### src/rtl/timer_pkg.sv
package timer_pkg;
    // register byte offsets on the bus
    localparam logic [11:0] CTRL_OFF = 12'h000;
    localparam logic [11:0] RELOAD_LO_OFF = 12'h004;
    localparam logic [11:0] RELOAD_HI_OFF = 12'h008;
    localparam logic [11:0] COUNT_LO_OFF = 12'h00c;
    localparam logic [11:0] COUNT_HI_OFF = 12'h010;
    localparam logic [11:0] CLKCFG_OFF = 12'h014;
    localparam logic [11:0] STATUS_OFF = 12'h018;
    // timer_control_reg fields
    localparam int HIGH_FLAG_BIT = 7;
    localparam int LOW_FLAG_BIT = 6;
    localparam int LOW_IRQ_EN_BIT = 5;
    localparam int CAPTURE_EN_BIT = 4;
    localparam int SPLIT_BIT = 3;
    localparam int RUN_BIT = 2;
    localparam int ALT_CLK_MSB = 1;
    localparam int ALT_CLK_LSB = 0;
    localparam logic [7:0] CTRL_RESET = 8'h00;
    // clock config fields (clock_control_reg and ext_irq_enable_reg bits)
    localparam int LOW_SYSCLK_BIT = 0;
    localparam int HIGH_SYSCLK_BIT = 1;
    localparam int TIMER_IRQ_EN_BIT = 2;
    localparam logic [2:0] CLKCFG_RESET = 3'h0;
    // status fields
    localparam int SYNC_PENDING_BIT = 0;
    localparam int LFO_DIV_OK_BIT = 1;
    // alternate clock codes
    localparam logic [1:0] ALT_SYS12 = 2'h0;
    localparam logic [1:0] ALT_EXT8 = 2'h1;
    localparam logic [1:0] ALT_RSVD = 2'h2;
    localparam logic [1:0] ALT_LFO = 2'h3;
    // dividers and timing
    localparam int SYS_DIV = 12;
    localparam int SRC_DIV = 8;
    localparam logic [3:0] SYS_DIV_LAST = 4'(SYS_DIV - 1);
    localparam logic [2:0] SRC_DIV_LAST = 3'(SRC_DIV - 1);
    localparam logic [1:0] SYNC_CLOCKS = 2'h3;
    localparam logic [7:0] BYTE_MAX = 8'hff;
endpackage : timer_pkg

### src/rtl/auto_reload_timer_lfo_capture.sv
// Summary of operation
// - two byte counters form one 16-bit value; split bit picks 16 or 2x8.
// - clocks: system, system/12, external/8, low-frequency oscillator/8.
// - external and oscillator sources synchronised, except in suspend: direct.
// - 16-bit or high byte overflow during suspend pulses the wake output.
// - after other wake, sync pending flag stands for three timer clocks.
// - oscillator/8 source counts only when its divider is set to one.
// - 16-bit overflow sets high flag; it loads reload pair only outside capture mode.
// - 16-bit mode with timer irq enabled interrupts on each overflow.
// - 16-bit mode, low irq enable adds low byte wrap interrupts.
// - split mode: each byte counts and reloads from its own reload byte.
// - split mode: run bit gates high byte only; low byte always counts.
// - sysclk select bit per byte, else alternate field picks the clock.
// - split mode: each byte wrap sets its own overflow flag.
// - split mode irq on high wrap; with low enable, on either wrap.
// - hardware never clears flags; software clears them.
// - capture enable puts full 16-bit counter in oscillator capture mode.
// - capture: oscillator falling edge copies counter to reload, sets flag.
// - control register layout bits 7..0, all read/write, reset zero.
module auto_reload_timer_lfo_capture (
    // clock and reset
    input wire logic core_clk_i,
    input wire logic rst_n_i,
    input wire logic ce_i,
    // apb slave
    input wire logic psel_i,
    input wire logic penable_i,
    input wire logic pwrite_i,
    input wire logic [11:0] paddr_i,
    input wire logic [31:0] pwdata_i,
    output logic [31:0] prdata_o,
    output logic pready_o,
    output logic pslverr_o,
    // clock sources and power state
    input wire logic ext_clk_i,
    input wire logic lfo_clk_i,
    input wire logic lfo_div_one_i,
    input wire logic suspend_i,
    input wire logic other_wake_i,
    // events
    output logic irq_o,
    output logic wake_o,
    output logic sync_pending_flag_o
);
    logic [7:0] timer_control_reg_q;
    logic [2:0] clkcfg_q;
    logic [7:0] reload_low_byte_q;
    logic [7:0] reload_high_byte_q;
    logic [7:0] count_low_byte_q;
    logic [7:0] count_high_byte_q;
    logic sync_pending_flag_q;
    logic [1:0] sync_cnt_q;
    logic wake_q;
    logic [31:0] prdata_q;
    logic pslverr_q;

    logic sys12_tick;
    logic [1:0] src8_tick;
    logic lfo_fall;
    logic alt_tick;
    logic low_tick;
    logic high_tick;
    logic split;
    logic capture;
    logic run;
    logic low_en;
    logic high_en;
    logic low_wrap;
    logic high_wrap;
    logic wide_wrap;
    logic set_high_flag;
    logic set_low_flag;
    logic acc_setup;
    logic wr_en;
    logic count_addr;
    logic mapped;

    clock_tick_gen u_ticks (
        .core_clk_i(core_clk_i),
        .rst_n_i(rst_n_i),
        .ce_i(ce_i),
        .suspend_i(suspend_i),
        .src_i({lfo_clk_i, ext_clk_i}),
        .sys12_tick_o(sys12_tick),
        .src8_tick_o(src8_tick),
        .lfo_fall_o(lfo_fall)
    );

    assign split = timer_control_reg_q[timer_pkg::SPLIT_BIT];
    assign capture = timer_control_reg_q[timer_pkg::CAPTURE_EN_BIT];
    assign run = timer_control_reg_q[timer_pkg::RUN_BIT];

    // alternate clock mux; the reserved code never ticks
    always_comb
    begin
        case (timer_control_reg_q[timer_pkg::ALT_CLK_MSB:
                                  timer_pkg::ALT_CLK_LSB])
            timer_pkg::ALT_SYS12: alt_tick = sys12_tick;
            timer_pkg::ALT_EXT8: alt_tick = src8_tick[0];
            timer_pkg::ALT_LFO: alt_tick = src8_tick[1] && lfo_div_one_i;
            timer_pkg::ALT_RSVD: alt_tick = 1'b0;
            default: alt_tick = 1'b0;
        endcase
    end

    assign low_tick = clkcfg_q[timer_pkg::LOW_SYSCLK_BIT] ? ce_i
                                                          : alt_tick;
    assign high_tick = clkcfg_q[timer_pkg::HIGH_SYSCLK_BIT] ? ce_i
                                                            : alt_tick;

    // the 16-bit counter runs on the low byte clock selection
    assign low_en = split ? low_tick : (low_tick && run);
    assign high_en = split ? (high_tick && run) : low_en;
    assign low_wrap = low_en && (count_low_byte_q == timer_pkg::BYTE_MAX);
    assign wide_wrap = !split && low_wrap
                       && (count_high_byte_q == timer_pkg::BYTE_MAX);
    assign high_wrap = split ? (high_en
                               && (count_high_byte_q == timer_pkg::BYTE_MAX))
                             : wide_wrap;

    assign set_high_flag = high_wrap || (capture && lfo_fall);
    assign set_low_flag = low_wrap;

    // apb decode; decode in setup so read data is a flop in the access phase
    assign acc_setup = psel_i && !penable_i;
    assign wr_en = ce_i && psel_i && penable_i && pwrite_i && !pslverr_q;
    assign count_addr = (paddr_i == timer_pkg::COUNT_LO_OFF)
                        || (paddr_i == timer_pkg::COUNT_HI_OFF);
    assign mapped = (paddr_i == timer_pkg::CTRL_OFF)
                    || (paddr_i == timer_pkg::RELOAD_LO_OFF)
                    || (paddr_i == timer_pkg::RELOAD_HI_OFF)
                    || count_addr
                    || (paddr_i == timer_pkg::CLKCFG_OFF)
                    || (paddr_i == timer_pkg::STATUS_OFF);

    always_ff @(posedge core_clk_i)
    begin
        if (!rst_n_i)
        begin
            prdata_q <= 32'h0000_0000;
            pslverr_q <= 1'b0;
        end
        else if (ce_i && acc_setup)
        begin
            // count bytes are refused while the sync is still pending
            pslverr_q <= !mapped || (count_addr && sync_pending_flag_q);
            case (paddr_i)
                timer_pkg::CTRL_OFF:
                    prdata_q <= {24'h000000, timer_control_reg_q};
                timer_pkg::RELOAD_LO_OFF:
                    prdata_q <= {24'h000000, reload_low_byte_q};
                timer_pkg::RELOAD_HI_OFF:
                    prdata_q <= {24'h000000, reload_high_byte_q};
                timer_pkg::COUNT_LO_OFF:
                    prdata_q <= {24'h000000, count_low_byte_q};
                timer_pkg::COUNT_HI_OFF:
                    prdata_q <= {24'h000000, count_high_byte_q};
                timer_pkg::CLKCFG_OFF:
                    prdata_q <= {29'h0, clkcfg_q};
                timer_pkg::STATUS_OFF:
                    prdata_q <= {30'h0, lfo_div_one_i,
                                 sync_pending_flag_q};
                default:
                    prdata_q <= 32'h0000_0000;
            endcase
        end
    end

    assign prdata_o = prdata_q;
    assign pready_o = 1'b1;
    assign pslverr_o = psel_i && penable_i && pslverr_q;

    // control register; hardware flag sets win over a software clear
    always_ff @(posedge core_clk_i)
    begin
        if (!rst_n_i)
            timer_control_reg_q <= timer_pkg::CTRL_RESET;
        else if (ce_i)
        begin
            if (wr_en && (paddr_i == timer_pkg::CTRL_OFF))
                timer_control_reg_q <= pwdata_i[7:0];
            if (set_high_flag)
                timer_control_reg_q[timer_pkg::HIGH_FLAG_BIT] <= 1'b1;
            if (set_low_flag)
                timer_control_reg_q[timer_pkg::LOW_FLAG_BIT] <= 1'b1;
        end
    end

    always_ff @(posedge core_clk_i)
    begin
        if (!rst_n_i)
            clkcfg_q <= timer_pkg::CLKCFG_RESET;
        else if (wr_en && (paddr_i == timer_pkg::CLKCFG_OFF))
            clkcfg_q <= pwdata_i[2:0];
    end

    // reload pair: software write, or capture of the live count
    always_ff @(posedge core_clk_i)
    begin
        if (!rst_n_i)
        begin
            reload_low_byte_q <= 8'h00;
            reload_high_byte_q <= 8'h00;
        end
        else if (ce_i)
        begin
            if (capture && lfo_fall)
            begin
                reload_low_byte_q <= count_low_byte_q;
                reload_high_byte_q <= count_high_byte_q;
            end
            else if (wr_en && (paddr_i == timer_pkg::RELOAD_LO_OFF))
                reload_low_byte_q <= pwdata_i[7:0];
            else if (wr_en && (paddr_i == timer_pkg::RELOAD_HI_OFF))
                reload_high_byte_q <= pwdata_i[7:0];
        end
    end

    // low byte; a software write takes precedence over that tick's count
    always_ff @(posedge core_clk_i)
    begin
        if (!rst_n_i)
            count_low_byte_q <= 8'h00;
        else if (wr_en && (paddr_i == timer_pkg::COUNT_LO_OFF))
            count_low_byte_q <= pwdata_i[7:0];
        else if (low_en)
        begin
            if (split && low_wrap)
                count_low_byte_q <= reload_low_byte_q;
            else if (wide_wrap && !capture)
                count_low_byte_q <= reload_low_byte_q;
            else
                count_low_byte_q <= count_low_byte_q + 8'h01;
        end
    end

    // high byte; in 16-bit mode it carries on a low byte wrap
    always_ff @(posedge core_clk_i)
    begin
        if (!rst_n_i)
            count_high_byte_q <= 8'h00;
        else if (wr_en && (paddr_i == timer_pkg::COUNT_HI_OFF))
            count_high_byte_q <= pwdata_i[7:0];
        else if (split)
        begin
            if (high_wrap)
                count_high_byte_q <= reload_high_byte_q;
            else if (high_en)
                count_high_byte_q <= count_high_byte_q + 8'h01;
        end
        else if (wide_wrap && !capture)
            count_high_byte_q <= reload_high_byte_q;
        else if (low_wrap)
            count_high_byte_q <= count_high_byte_q + 8'h01;
    end

    // sync pending after a wake that did not come from the timer
    always_ff @(posedge core_clk_i)
    begin
        if (!rst_n_i)
        begin
            sync_pending_flag_q <= 1'b0;
            sync_cnt_q <= 2'h0;
        end
        else if (ce_i)
        begin
            if (other_wake_i && suspend_i)
            begin
                sync_pending_flag_q <= 1'b1;
                sync_cnt_q <= 2'h0;
            end
            else if (sync_pending_flag_q && low_tick)
            begin
                if (sync_cnt_q == timer_pkg::SYNC_CLOCKS - 2'h1)
                    sync_pending_flag_q <= 1'b0;
                sync_cnt_q <= sync_cnt_q + 2'h1;
            end
        end
    end

    assign sync_pending_flag_o = sync_pending_flag_q;

    always_ff @(posedge core_clk_i)
    begin
        if (!rst_n_i)
            wake_q <= 1'b0;
        else if (ce_i)
            wake_q <= suspend_i && high_wrap;
    end

    assign wake_o = wake_q;

    // level interrupt, held until software clears the flag
    assign irq_o = clkcfg_q[timer_pkg::TIMER_IRQ_EN_BIT]
                   && (timer_control_reg_q[timer_pkg::HIGH_FLAG_BIT]
                       || (timer_control_reg_q[timer_pkg::LOW_IRQ_EN_BIT]
                           && timer_control_reg_q[timer_pkg::LOW_FLAG_BIT]));
endmodule : auto_reload_timer_lfo_capture

### src/rtl/clock_tick_gen.sv
module clock_tick_gen (
    // clock and control
    input wire logic core_clk_i,
    input wire logic rst_n_i,
    input wire logic ce_i,
    input wire logic suspend_i,
    // raw sources: index 0 external clock, 1 low-frequency oscillator
    input wire logic [1:0] src_i,
    // one-cycle ticks
    output logic sys12_tick_o,
    output logic [1:0] src8_tick_o,
    output logic lfo_fall_o
);
    logic [3:0] pre_q;
    logic [1:0] fall_raw;

    always_ff @(posedge core_clk_i)
    begin
        if (!rst_n_i)
            pre_q <= 4'h0;
        else if (ce_i)
            pre_q <= (pre_q == timer_pkg::SYS_DIV_LAST) ? 4'h0 : pre_q + 4'h1;
    end

    assign sys12_tick_o = ce_i && (pre_q == timer_pkg::SYS_DIV_LAST);

    genvar g;
    generate
        for (g = 0; g < 2; g++)
        begin : g_src
            logic s1_q;
            logic s2_q;
            logic prev_q;
            logic raw_prev_q;
            logic [2:0] div_q;
            logic edge_rise;
            always_ff @(posedge core_clk_i)
            begin
                if (!rst_n_i)
                begin
                    s1_q <= 1'b0;
                    s2_q <= 1'b0;
                    prev_q <= 1'b0;
                    raw_prev_q <= 1'b0;
                end
                else if (ce_i)
                begin
                    s1_q <= src_i[g];
                    s2_q <= s1_q;
                    prev_q <= s2_q;
                    raw_prev_q <= src_i[g];
                end
            end
            // suspend bypasses the synchroniser so the source steers directly
            assign edge_rise = suspend_i ? (src_i[g] && !raw_prev_q)
                                         : (s2_q && !prev_q);
            always_ff @(posedge core_clk_i)
            begin
                if (!rst_n_i)
                    div_q <= 3'h0;
                else if (ce_i && edge_rise)
                    div_q <= div_q + 3'h1;
            end
            assign src8_tick_o[g] = ce_i && edge_rise
                                    && (div_q == timer_pkg::SRC_DIV_LAST);
            assign fall_raw[g] = suspend_i ? (!src_i[g] && raw_prev_q)
                                           : (!s2_q && prev_q);
        end
    endgenerate

    assign lfo_fall_o = ce_i && fall_raw[1];
endmodule : clock_tick_gen

### config.mk
export PLATFORM = sky130hd
export DESIGN_NAME = auto_reload_timer_lfo_capture
export DESIGN_NICKNAME = d
export VERILOG_FILES = /design/src/rtl/timer_pkg.sv /design/src/rtl/auto_reload_timer_lfo_capture.sv /design/src/rtl/clock_tick_gen.sv
export SDC_FILE = /design/constraint.sdc
export NUM_CORES = 1
export LEC_CHECK = 0
export BUFFER_PORTS_ARGS = -buffer_cell sky130_fd_sc_hd__buf_2
export CAP_MARGIN = 15
export CORE_MARGIN = 4
export CORE_UTILIZATION = 45
export DETAILED_ROUTE_END_ITERATION = 8
export PLACE_DENSITY = 0.68
export SYNTH_ARGS = -nofsm -noshare
export SYNTH_HDL_FRONTEND = slang
export SYNTH_SLANG_ARGS = --single-unit
### constraint.sdc
create_clock -name core_clk_i -period 5.09 [get_ports core_clk_i]
set_clock_uncertainty 0.15 [all_clocks]
set_input_delay 0.509 -clock core_clk_i [delete_from_list [all_inputs] [get_ports core_clk_i]]
set_output_delay 0.509 -clock core_clk_i [all_outputs]
set_load 0.01 [all_outputs]
==> results of run 1 <==
-- power breakdown --
group	internal, mW	switching [mW]
registers	0.568	0.00406
clock network	0.377	0.234
logic	0.0218	0.0477
total	0.967	0.286
-- layer usage --
layer | part of all wire | track usage
met5 | 0 | 0
met4 | 0.034 | 0.0879
met3 | 0.065 | 0.0407
met2 | 0.47 | 0.354
met1 | 0.43 | 0.275
-- final cells by class --
class                   count  area, sq um  area share
clock buffers               9          124      0.0262
clock inverters             7          143      0.0301
inverters                  14         52.6      0.0111
multi-input cells         394         2570       0.543
flip-flops and latches     72         1440       0.305
well taps                 129          161      0.0341
repair buffers             46          240      0.0508
-- logic make-up after synthesis --
| group | synth area share |
|---|---|
| and+or+nand+nor | 0.191 |
| AOI/OAI and AO/OA | 0.220 |
| DFF | 0.333 |
| buffers and inverters | 0.0939 |
| muxes | 0.121 |
| adders and majority gates | 0.0231 |
| xor gates and xnor gates | 0.0162 |
| other | 0.00173 |
-- registers in the layout, indices dropped and copies added, names as in the netlist, 3 cells and up --
name / count
reload_high_byte_q: 8
prdata_o: 8
count_high_byte_q: 8
u_ticks.g_src.div_q: 6
count_low_byte_q: 8
clkcfg_q: 3
reload_low_byte_q: 8
timer_control_reg_q: 8
u_ticks.pre_q: 4
-- cells in the mapped netlist, drive strengths merged, types with 7 or more instances --
master  number
a211oi      12
a21oi       38
a222oi       7
a22oi        7
a31oi       12
buf         36
clkbuf      19
dfxtp       72
ha           8
inv         14
mux2i       48
nand2       34
nand3       15
nor2        68
nor3         9
o211ai       9
o21ai       12
o221ai       9
-- critical path, stage by stage (launching register included) --
cell and delay [ns]:
dfxtp_1 0.36, ha_1 0.16, ha_1 0.15, and4_2 0.21, o21ai_0 0.19, a221o_2 0.45
a21oi_2 0.68, a41oi_1 0.21, a211o_1 0.30, a21oi_1 0.13
-- through the flow --
stage / power, mW / utilization / worst slack [ns]
3_5_place_dp: 0.654 / 0.480 / 1.73
6_report: 1.25 / 0.510 / 2.03
2_1_floorplan: 0.642 / - / 2.53
3_3_place_gp: 0.652 / 0.480 / 1.83
5_1_grt: 1.29 / 0.510 / 1.80
4_1_cts: 1.26 / 0.509 / 2.05
-- worst min path at each step --
stage / slack [ns] / to
2_1_floorplan: 0.30 / u_ticks.g_src[0].prev_q
3_3_place_gp: 0.32 / u_ticks.g_src[0].prev_q
3_5_place_dp: 0.33 / prdata_o[3]
4_1_cts: 0.24 / u_ticks.g_src[0].s1_q
5_1_grt: 0.28 / u_ticks.g_src[0].s1_q
6_report: 0.25 / u_ticks.g_src[0].s1_q
==> flow_metrics.py, run 1 <==
metrics = {
    "status": {
        "outcome": "completed",
    },
    "yosys": {
        "synth-seq-cells": 72,
        "synth_area_sq_um": 4330,
        "ys_async_sr_fraction": 0,
        "synth_area_leaders": "dfxtp_1 (33%), mux2i_1 (11%), nor2_1 (5.9%)",
        "synth-edff-count": 0,
        "synth_top_area_share": 0.333,
        "synth-warning-count": 0,
        "synthFlopType": "dfxtp_1",
        "yosysSeqAreaShare": 0.333,
        "ys_types": 70,
        "synthCells": 512,
        "yosysTopAreaCell": "dfxtp_1",
        "synth.avg_cell_area_sq_um": 8.46,
    },
    "grt": {
        "gr-total-overflow": 0,
        "antenna_found_initial": 0,
        "first_global_vias": 3808,
        "grt_usage": 0.215,
        "grt_max_degree": 39,
        "grt_pass1_wl_microns": 19400,
    },
    "placed_design": {
        "dp_cells": 654,
        "placed_area_sq_um": 4460,
        "port_buffers": 42,
        "routabilityCongestion": 0.878,
        "post-dp-hpwl_microns": 8500,
    },
    "drt": {
        "final_antenna_net_count": 0,
        "vias": 3991,
        "firstDrtPassIters": 5,
        "drc": 0,
        "wl_per_cell_microns": 17.7,
        "vias_per_cell": 5.95,
        "drt_iter0_drc": 428,
        "wl_microns": 11900,
    },
    "hold_path": {
        "min_path_type": "input pin to register",
        "hp-start": "ext_clk_i",
        "hold_depth": 3,
    },
    "timing": {
        "whs_ns": 0.246,
        "hold_viol_final": 0,
        "fin_crit_ns": 3.06,
        "final_max_slew_viol_count": 0,
        "rsz0062_at_grt": "no",
        "worstMarginPinSlew_ns": 0.867,
        "final-setup-viol-count": 0,
        "fin_crit_sh": 0.602,
        "slew_headroom": 0.422,
        "max_freq_mhz": 326,
        "tns_ns": 0,
    },
    "worst_setup_path": {
        "arrival_ns": 3.21,
        "cp-end-kind": "register",
        "worstSetupStartpointType": "register",
        "worst_r2r_path_depth": 9,
        "startpoint": "u_ticks.g_src[1].div_q[0]",
        "critPathRequiredTime_ns": 5.23,
        "r2r_start": "u_ticks.g_src[1].div_q[0]",
        "critPathCapture": "count_low_byte_q[7]",
        "rr_endpoint": "count_low_byte_q[7]",
        "critical_path_class": "register to register",
        "r2r_setup_slack_ns": 2.03,
        "worstPathMaxFanout": 17,
    },
    "floorplanning": {
        "die_height_microns": 106,
        "dieArea_sq_um": 11300,
        "io_pins": 92,
        "core_area_sq_um": 9280,
        "initial_core_util": 0.467,
        "fp-row-count": 35,
        "die-width_microns": 106,
    },
    "clock_network": {
        "cts_max_path_buffers": 2,
        "root_buffer": "clkbuf_8",
        "cts_tree": "yes",
        "post_cts_buffers": 0,
        "insertion_delay_ns": 0.36,
        "cts_hold_buf": 0,
        "cts_resized": 0,
        "clock_sinks": 72,
        "cts.htree.levels": 3,
        "numCtsBuffers": 9,
        "cts.clk_slew.worst_paths_ns": 0.08,
    },
    "layout": {
        "n_antenna_cell": 0,
        "areaGrowthSynthToFinish_pct": 9.24,
        "fin_area_sq_um": 4730,
        "final_common_cell": "dfxtp_1",
        "nets": 600,
        "layout_common_cells": "dfxtp_1 (72), nor2_1 (68), mux2i_1 (48)",
        "final.fill_count": 909,
        "layout-drive-gt1-share": 0.151,
        "final_cells": 671,
    },
    "power_and_ir_drop": {
        "peakVddDrop_v": 0.000118,
        "powerDensity_nw_per_um2": 265,
        "p_leak_nw": 1.86,
    },
    "flow_run": {
        "cap_violations": 0,
    },
}
No activity file was read; power rests on OpenSTA's default activity.
==> run 2: changes to the inputs <==
--- a/config.mk
+++ b/config.mk
@@ -5,12 +5,13 @@
 export SDC_FILE = /design/constraint.sdc
 export NUM_CORES = 1
 export LEC_CHECK = 0
+export ABC_AREA = 1
 export BUFFER_PORTS_ARGS = -buffer_cell sky130_fd_sc_hd__buf_2
 export CAP_MARGIN = 15
 export CORE_MARGIN = 4
 export CORE_UTILIZATION = 45
 export DETAILED_ROUTE_END_ITERATION = 8
-export PLACE_DENSITY = 0.68
+export PLACE_DENSITY = 0.7
 export SYNTH_ARGS = -nofsm -noshare
 export SYNTH_HDL_FRONTEND = slang
 export SYNTH_SLANG_ARGS = --single-unit
==> constraint.sdc (replaced) <==
create_clock -name core_clk_i -period 2.8 [get_ports core_clk_i]
set_clock_uncertainty 0.15 [all_clocks]
set_input_delay 0.28 -clock core_clk_i [delete_from_list [all_inputs] [get_ports core_clk_i]]
set_output_delay 0.28 -clock core_clk_i [all_outputs]
set_load 0.01 [all_outputs]
==> run 2 against run 1 <==
  * Sequential power up 84%
  * Utilization up 0.71 points
  * Final cell count up 27%
  * Cell area up 8.7%
  * Total power up 66%
  * Critical path type unchanged
  * Largest power group is now registers
==> flow_metrics.py, run 2 <==
metrics = {
    "status": {
        "outcome": "completed",
    },
    "floorplanning": {
        "die-width_microns": 110,
        "core_area_sq_um": 9950,
        "io_pins": 92,
        "dieArea_sq_um": 12100,
        "fp-row-count": 36,
        "die_height_microns": 110,
        "initial_core_util": 0.470,
    },
    "timing": {
        "slew_headroom": 0.540,
        "fin_crit_ns": 2.36,
        "fin_crit_sh": 0.842,
        "max_freq_mhz": 424,
        "rsz0062_at_grt": "no",
        "tns_ns": 0,
        "final_max_slew_viol_count": 0,
        "hold_viol_final": 0,
        "final-setup-viol-count": 0,
        "worstMarginPinSlew_ns": 0.689,
    },
    "yosys": {
        "ys_top_cells_by_count": "nand2_1 (143), inv_1 (90), a21oi_1 (73), dfxtp_1 (72), o21ai_0 (67)",
        "synth_area_leaders": "dfxtp_1 (31%), nand2_1 (11%), a21oi_1 (7.8%)",
        "synthCells": 674,
        "synth_top_area_share": 0.308,
        "synth_most_common_cell": "nand2_1",
        "yosysSeqAreaShare": 0.308,
        "synth-warning-count": 0,
        "ys_types": 46,
        "synth-seq-cells": 72,
        "ys_async_sr_fraction": 0,
        "synthFlopType": "dfxtp_1",
        "synth_area_sq_um": 4680,
        "yosysTopAreaCell": "dfxtp_1",
        "synth-edff-count": 0,
        "synth.avg_cell_area_sq_um": 6.95,
    },
    "grt": {
        "gr-total-overflow": 0,
        "grt_max_degree": 33,
        "antenna_found_initial": 0,
        "first_global_vias": 4124,
        "grt_use_met3": 0.0349,
        "grt_usage": 0.220,
        "busiest_layer": "met2",
        "met1_usage": 0.302,
        "grt_pass1_wl_microns": 20700,
        "grtUsageMet2": 0.348,
    },
    "worst_setup_path": {
        "critical_path_class": "register to register",
        "critPathRequiredTime_ns": 2.89,
        "worstPathMaxFanout": 9,
        "worstSetupStartpointType": "register",
        "arrival_ns": 2.44,
        "cp-end-kind": "register",
    },
    "drt": {
        "firstDrtPassIters": 5,
        "wl_per_cell_microns": 15.0,
        "vias": 4497,
        "drc": 0,
        "wl_microns": 12900,
        "drt_iter0_drc": 448,
        "final_antenna_net_count": 0,
        "vias_per_cell": 5.26,
    },
    "clock_network": {
        "cts_resized": 0,
        "post_cts_buffers": 0,
        "insertion_delay_ns": 0.35,
        "cts_tree": "yes",
        "cts.htree.levels": 3,
        "cts_max_path_buffers": 2,
        "cts_hold_buf": 0,
        "cts.clk_slew.worst_paths_ns": 0.08,
        "clock_sinks": 72,
        "root_buffer": "clkbuf_8",
        "numCtsBuffers": 9,
    },
    "layout": {
        "layout_common_cells": "nand2_1 (143), inv_1 (90), a21oi_1 (73)",
        "n_antenna_cell": 0,
        "fin_area_sq_um": 5140,
        "layout-drive-gt1-share": 0.165,
        "final_common_cell": "nand2_1",
        "nets": 780,
        "final.fill_count": 993,
        "areaGrowthSynthToFinish_pct": 9.86,
        "final_cells": 855,
    },
    "power_and_ir_drop": {
        "switching_share": 0.256,
        "p_comb_frac": 0.079,
        "peakVddDrop_v": 0.000289,
        "powerDensity_nw_per_um2": 405,
        "p_int_mw": 1.55,
        "pwr-share-clk": 0.416,
        "seqPwrFrac": 0.505,
        "p_sw_mw": 0.533,
        "p_leak_nw": 2.10,
    },
    "placed_design": {
        "dp_cells": 839,
        "placed_area_sq_um": 4940,
        "routabilityCongestion": 0.973,
        "post-dp-hpwl_microns": 9850,
        "port_buffers": 42,
    },
    "hold_path": {
        "min_path_type": "input pin to register",
    },
    "flow_run": {
        "cap_violations": 0,
    },
}
## run 2: final timing paths
path	from	endpoint	depth (start not counted)	slack [ns]
worst max-delay path	count_low_byte_q[0]	count_high_byte_q[6]	10	0.44
worst min-delay path	ext_clk_i	u_ticks.g_src[0].s1_q	3	0.09
worst max register to register	count_low_byte_q[0]	count_high_byte_q[6]	10	0.44
worst min register to register	u_ticks.g_src[0].div_q[0]	u_ticks.g_src[0].div_q[0]	1	0.32
## run 2: kinds of logic (layout without fill, tap and decap cells)
family,after synthesis,in the layout,share of synthesized area
buf+inv,140,165,0.138
xor+xnor,14,14,0.0262
flops,72,72,0.308
simple gates,246,246,0.257
compound gates,192,192,0.248
fa+ha+maj,8,8,0.0214
other cells,2,25,0.00160
## run 2: critical path: stages, from the launching register on
cell and delay, ns:
dfxtp_1 0.41, ha_1 0.23, nand2_2 0.08, nor3_2 0.27, nand2_2 0.14, nor2_8 0.21
nand3_4 0.17, nand2_4 0.12, nand3_2 0.18, a21oi_1 0.19, a21oi_1 0.08
## run 2: cell type report
cell class | instances | area (sq um) | area share
Tap cell | 133 | 166 | 0.0323
Multi-Input combinational cell | 485 | 2680 | 0.521
Clock buffer | 11 | 151 | 0.0294
Sequential cell | 72 | 1440 | 0.280
Clock inverter | 5 | 53.8 | 0.0105
Inverter | 97 | 364 | 0.0708
Timing Repair Buffer | 52 | 285 | 0.0554
## run 2: power by group through the flow
| stage | Sequential (mW) | Combinational, mW | Clock [mW] |
|---|---|---|---|
| after CTS | 1.05 | 0.163 | 0.883 |
| final | 1.05 | 0.165 | 0.867 |
| after floorplan | 1.07 | 0.129 | 0 |
| after global placement | 1.07 | 0.158 | 0 |
| after global routing | 1.05 | 0.189 | 0.921 |
| after detailed placement | 1.08 | 0.162 | 0 |
## run 2: metrics by stage
| stage | setup WS, ns | hold slack [ns] | power, mW | util |
|---|---|---|---|---|
| 2_1_floorplan | 0.825 | 0.273 | 1.20 | - |
| 3_3_place_gp | 0.484 | 0.291 | 1.23 | 0.496 |
| 4_1_cts | 0.469 | 0.0766 | 2.10 | 0.517 |
| 5_1_grt | 0.303 | 0.102 | 2.16 | 0.517 |
| 6_report | 0.441 | 0.0872 | 2.08 | 0.517 |
| 3_5_place_dp | 0.472 | 0.305 | 1.24 | 0.496 |
## run 2: per-layer routing
layer	vias up	routed length, microns	share of wire
li1	2263	-	-
met1	2030	5850	0.45
met2	179	5810	0.45
met3	25	844	0.066
met4	0	365	0.028
met5	-	0	0
==> run 3: changes to the inputs <==
==> constraint.sdc (replaced) <==
create_clock -name core_clk_i -period 2.16 [get_ports core_clk_i]
set_clock_uncertainty 0.15 [all_clocks]
set_input_delay 0.216 -clock core_clk_i [delete_from_list [all_inputs] [get_ports core_clk_i]]
set_output_delay 0.216 -clock core_clk_i [all_outputs]
set_load 0.01 [all_outputs]
==> run 3 against run 2 <==
  * Non-clock buffer count increased by 34
  * Worst hold slack got worse by 0.072 ns
  * Combinational power increased by 36%
  * Die area unchanged
  * Sequential cell count unchanged
  * First-iteration DRC count increased by 11%
  * Worst setup slack got worse by 0.35 ns
  * Utilization increased by 4.4 points
==> flow_metrics.py, run 3 (synthesis results as in run 2) <==
metrics = {
    "placed_design": {
        "routabilityCongestion": 0.970,
        "post-dp-hpwl_microns": 10500,
        "port_buffers": 42,
        "dp_cells": 863,
    },
    "worst_setup_path": {
        "cp-end-kind": "register",
        "max_stage_delay_ns": 0.36,
        "critical_path_class": "register to register",
        "worstPathMaxFanout": 8,
        "r2r_start": "count_low_byte_q[0]",
        "worst_r2r_path_depth": 12,
        "cpMaxStageDelayCell": "dfxtp_2",
        "cp_cell_sequence": "ha_4 -> nand2_2 -> nor3_4 -> nand2_2 -> nor2_8 -> nand3_4 -> nand2_4 -> inv_4 -> nor2_8 -> nand2_1 -> nand2_1 -> a21oi_2",
        "critPathRequiredTime_ns": 2.28,
        "arrival_ns": 2.18,
        "startpoint": "count_low_byte_q[0]",
        "rr_endpoint": "count_high_byte_q[2]",
        "worstSetupStartpointType": "register",
        "r2r_setup_slack_ns": 0.09,
    },
    "grt": {
        "grt_use_met3": 0.0408,
        "busiest_layer": "met2",
        "grtUsageMet2": 0.389,
        "grt_max_degree": 39,
        "grt_usage": 0.239,
        "first_global_vias": 4478,
        "gr-total-overflow": 0,
        "antenna_found_initial": 0,
        "met1_usage": 0.313,
        "grt_pass1_wl_microns": 22300,
    },
    "hold_path": {
        "min_path_type": "input pin to register",
        "hp-start": "ext_clk_i",
        "hold_depth": 3,
        "min_to": "u_ticks.g_src[0].s1_q",
    },
    "timing": {
        "final-setup-viol-count": 0,
        "max_freq_mhz": 484,
        "fin_crit_sh": 0.957,
        "fin_crit_ns": 2.07,
        "slew_headroom": 0.605,
        "whs_ns": 0.0153,
        "final_max_slew_viol_count": 0,
        "hold_viol_final": 0,
        "worstMarginPinSlew_ns": 0.592,
        "rsz0062_at_grt": "yes",
    },
    "drt": {
        "vias": 4798,
        "final_antenna_net_count": 0,
        "firstDrtPassIters": 7,
        "wl_per_cell_microns": 16.0,
        "drt_iter0_drc": 497,
        "drc": 0,
        "wl_microns": 14200,
        "vias_per_cell": 5.40,
    },
    "layout": {
        "final_common_cell": "nand2_1",
        "nets": 815,
        "layout-drive-gt1-share": 0.228,
        "n_antenna_cell": 0,
        "final_cells": 889,
        "areaGrowthSynthToFinish_pct": 19.3,
        "layout_common_cells": "nand2_1 (136), inv_1 (90), a21oi_1 (71)",
    },
    "clock_network": {
        "root_buffer": "clkbuf_8",
        "insertion_delay_ns": 0.37,
        "numCtsBuffers": 9,
        "cts.htree.levels": 3,
        "cts_max_path_buffers": 2,
        "clock_sinks": 72,
        "cts.clk_slew.worst_paths_ns": 0.08,
        "cts_tree": "yes",
    },
    "power_and_ir_drop": {
        "total_power_mw": 2.82,
        "powerDensity_nw_per_um2": 506,
        "peakVddDrop_v": 0.000327,
        "p_leak_nw": 2.32,
    },
    "flow_run": {
        "cap_violations": 0,
    },
    "floorplanning": {
        "die-width_microns": 110,
        "core_area_sq_um": 9950,
        "fp-row-count": 36,
        "dieArea_sq_um": 12100,
        "initial_core_util": 0.470,
        "die_height_microns": 110,
        "io_pins": 92,
    },
    "status": {
        "outcome": "completed",
    },
}
[run 3: cell types whose count changed in the layout (fill, tap and decap cells not counted), moves of 3 or more]
cell,change
o21ai_0,-3
buf_4,+30
ha_1,-4
nand2_1,-7
dfxtp_2,+6
dfxtp_1,-6
o21ai_1,+3
buf_12,+3
ha_4,+4
nand2_2,+6
[run 3: what timing repair did]
action / CTS / global route
hold buffers: 0 / 0
buffers inserted: 4 / 6
cloned: 0 / 1
pin swaps: 3 / 20
endpoints found under the setup margin: 11 / 21
gates resized for setup: 1 / 32
[run 3: report_power, final]
group	internal [mW]	switching, mW
logic	0.0749	0.150
clock network	0.676	0.555
registers	1.35	0.0185
total	2.10	0.723
[run 3: through the flow]
stage | TNS (ns) | instance area, sq um | worst slack (ns) | util
after detailed placement | -0.385 | 5140 | -0.0633 | 0.517
after global placement | -0.000923 | 5140 | -0.000923 | 0.517
after global routing | -0.576 | 5590 | -0.0606 | 0.561
after CTS | 0 | 5410 | 0.000448 | 0.544
final | 0 | 5590 | 0.0928 | 0.561
after floorplan | 0 | 4770 | 0.185 | -
[run 3: critical path, delay by kind of cell (launching register included)]
| family | cells | cell delay, ns |
|---|---|---|
| AND/OR/NAND/NOR | 9 | 1.19 |
| flip-flops | 1 | 0.36 |
| adder cells (fa/ha/maj) | 1 | 0.15 |
| buffers and inverters | 1 | 0.05 |
| AO/OA/AOI/OAI | 1 | 0.05 |
[run 3: area by class of cell]
cell class | count | area, sq um
fillers | 980 | 4370
multi-input cells | 486 | 2800
flip-flops and latches | 72 | 1450
repair buffers | 86 | 582
inverters | 97 | 367
well taps | 133 | 166
clock buffers | 10 | 138
clock inverters | 5 | 81.3
[run 3: worst max path at each step]
stage,cells past startpoint,endpoint
3_3_place_gp,12,count_low_byte_q[0]
4_1_cts,13,count_high_byte_q[7]
5_1_grt,15,count_high_byte_q[2]
6_report,12,count_high_byte_q[2]
2_1_floorplan,11,count_low_byte_q[3]
3_5_place_dp,12,count_low_byte_q[0]
[run 3: metal layers]
layer / vias up / wire length (microns)
met5: - / 0
met4: 0 / 463
met3: 39 / 1180
met2: 222 / 6720
met1: 2203 / 5830
li1: 2334 / -
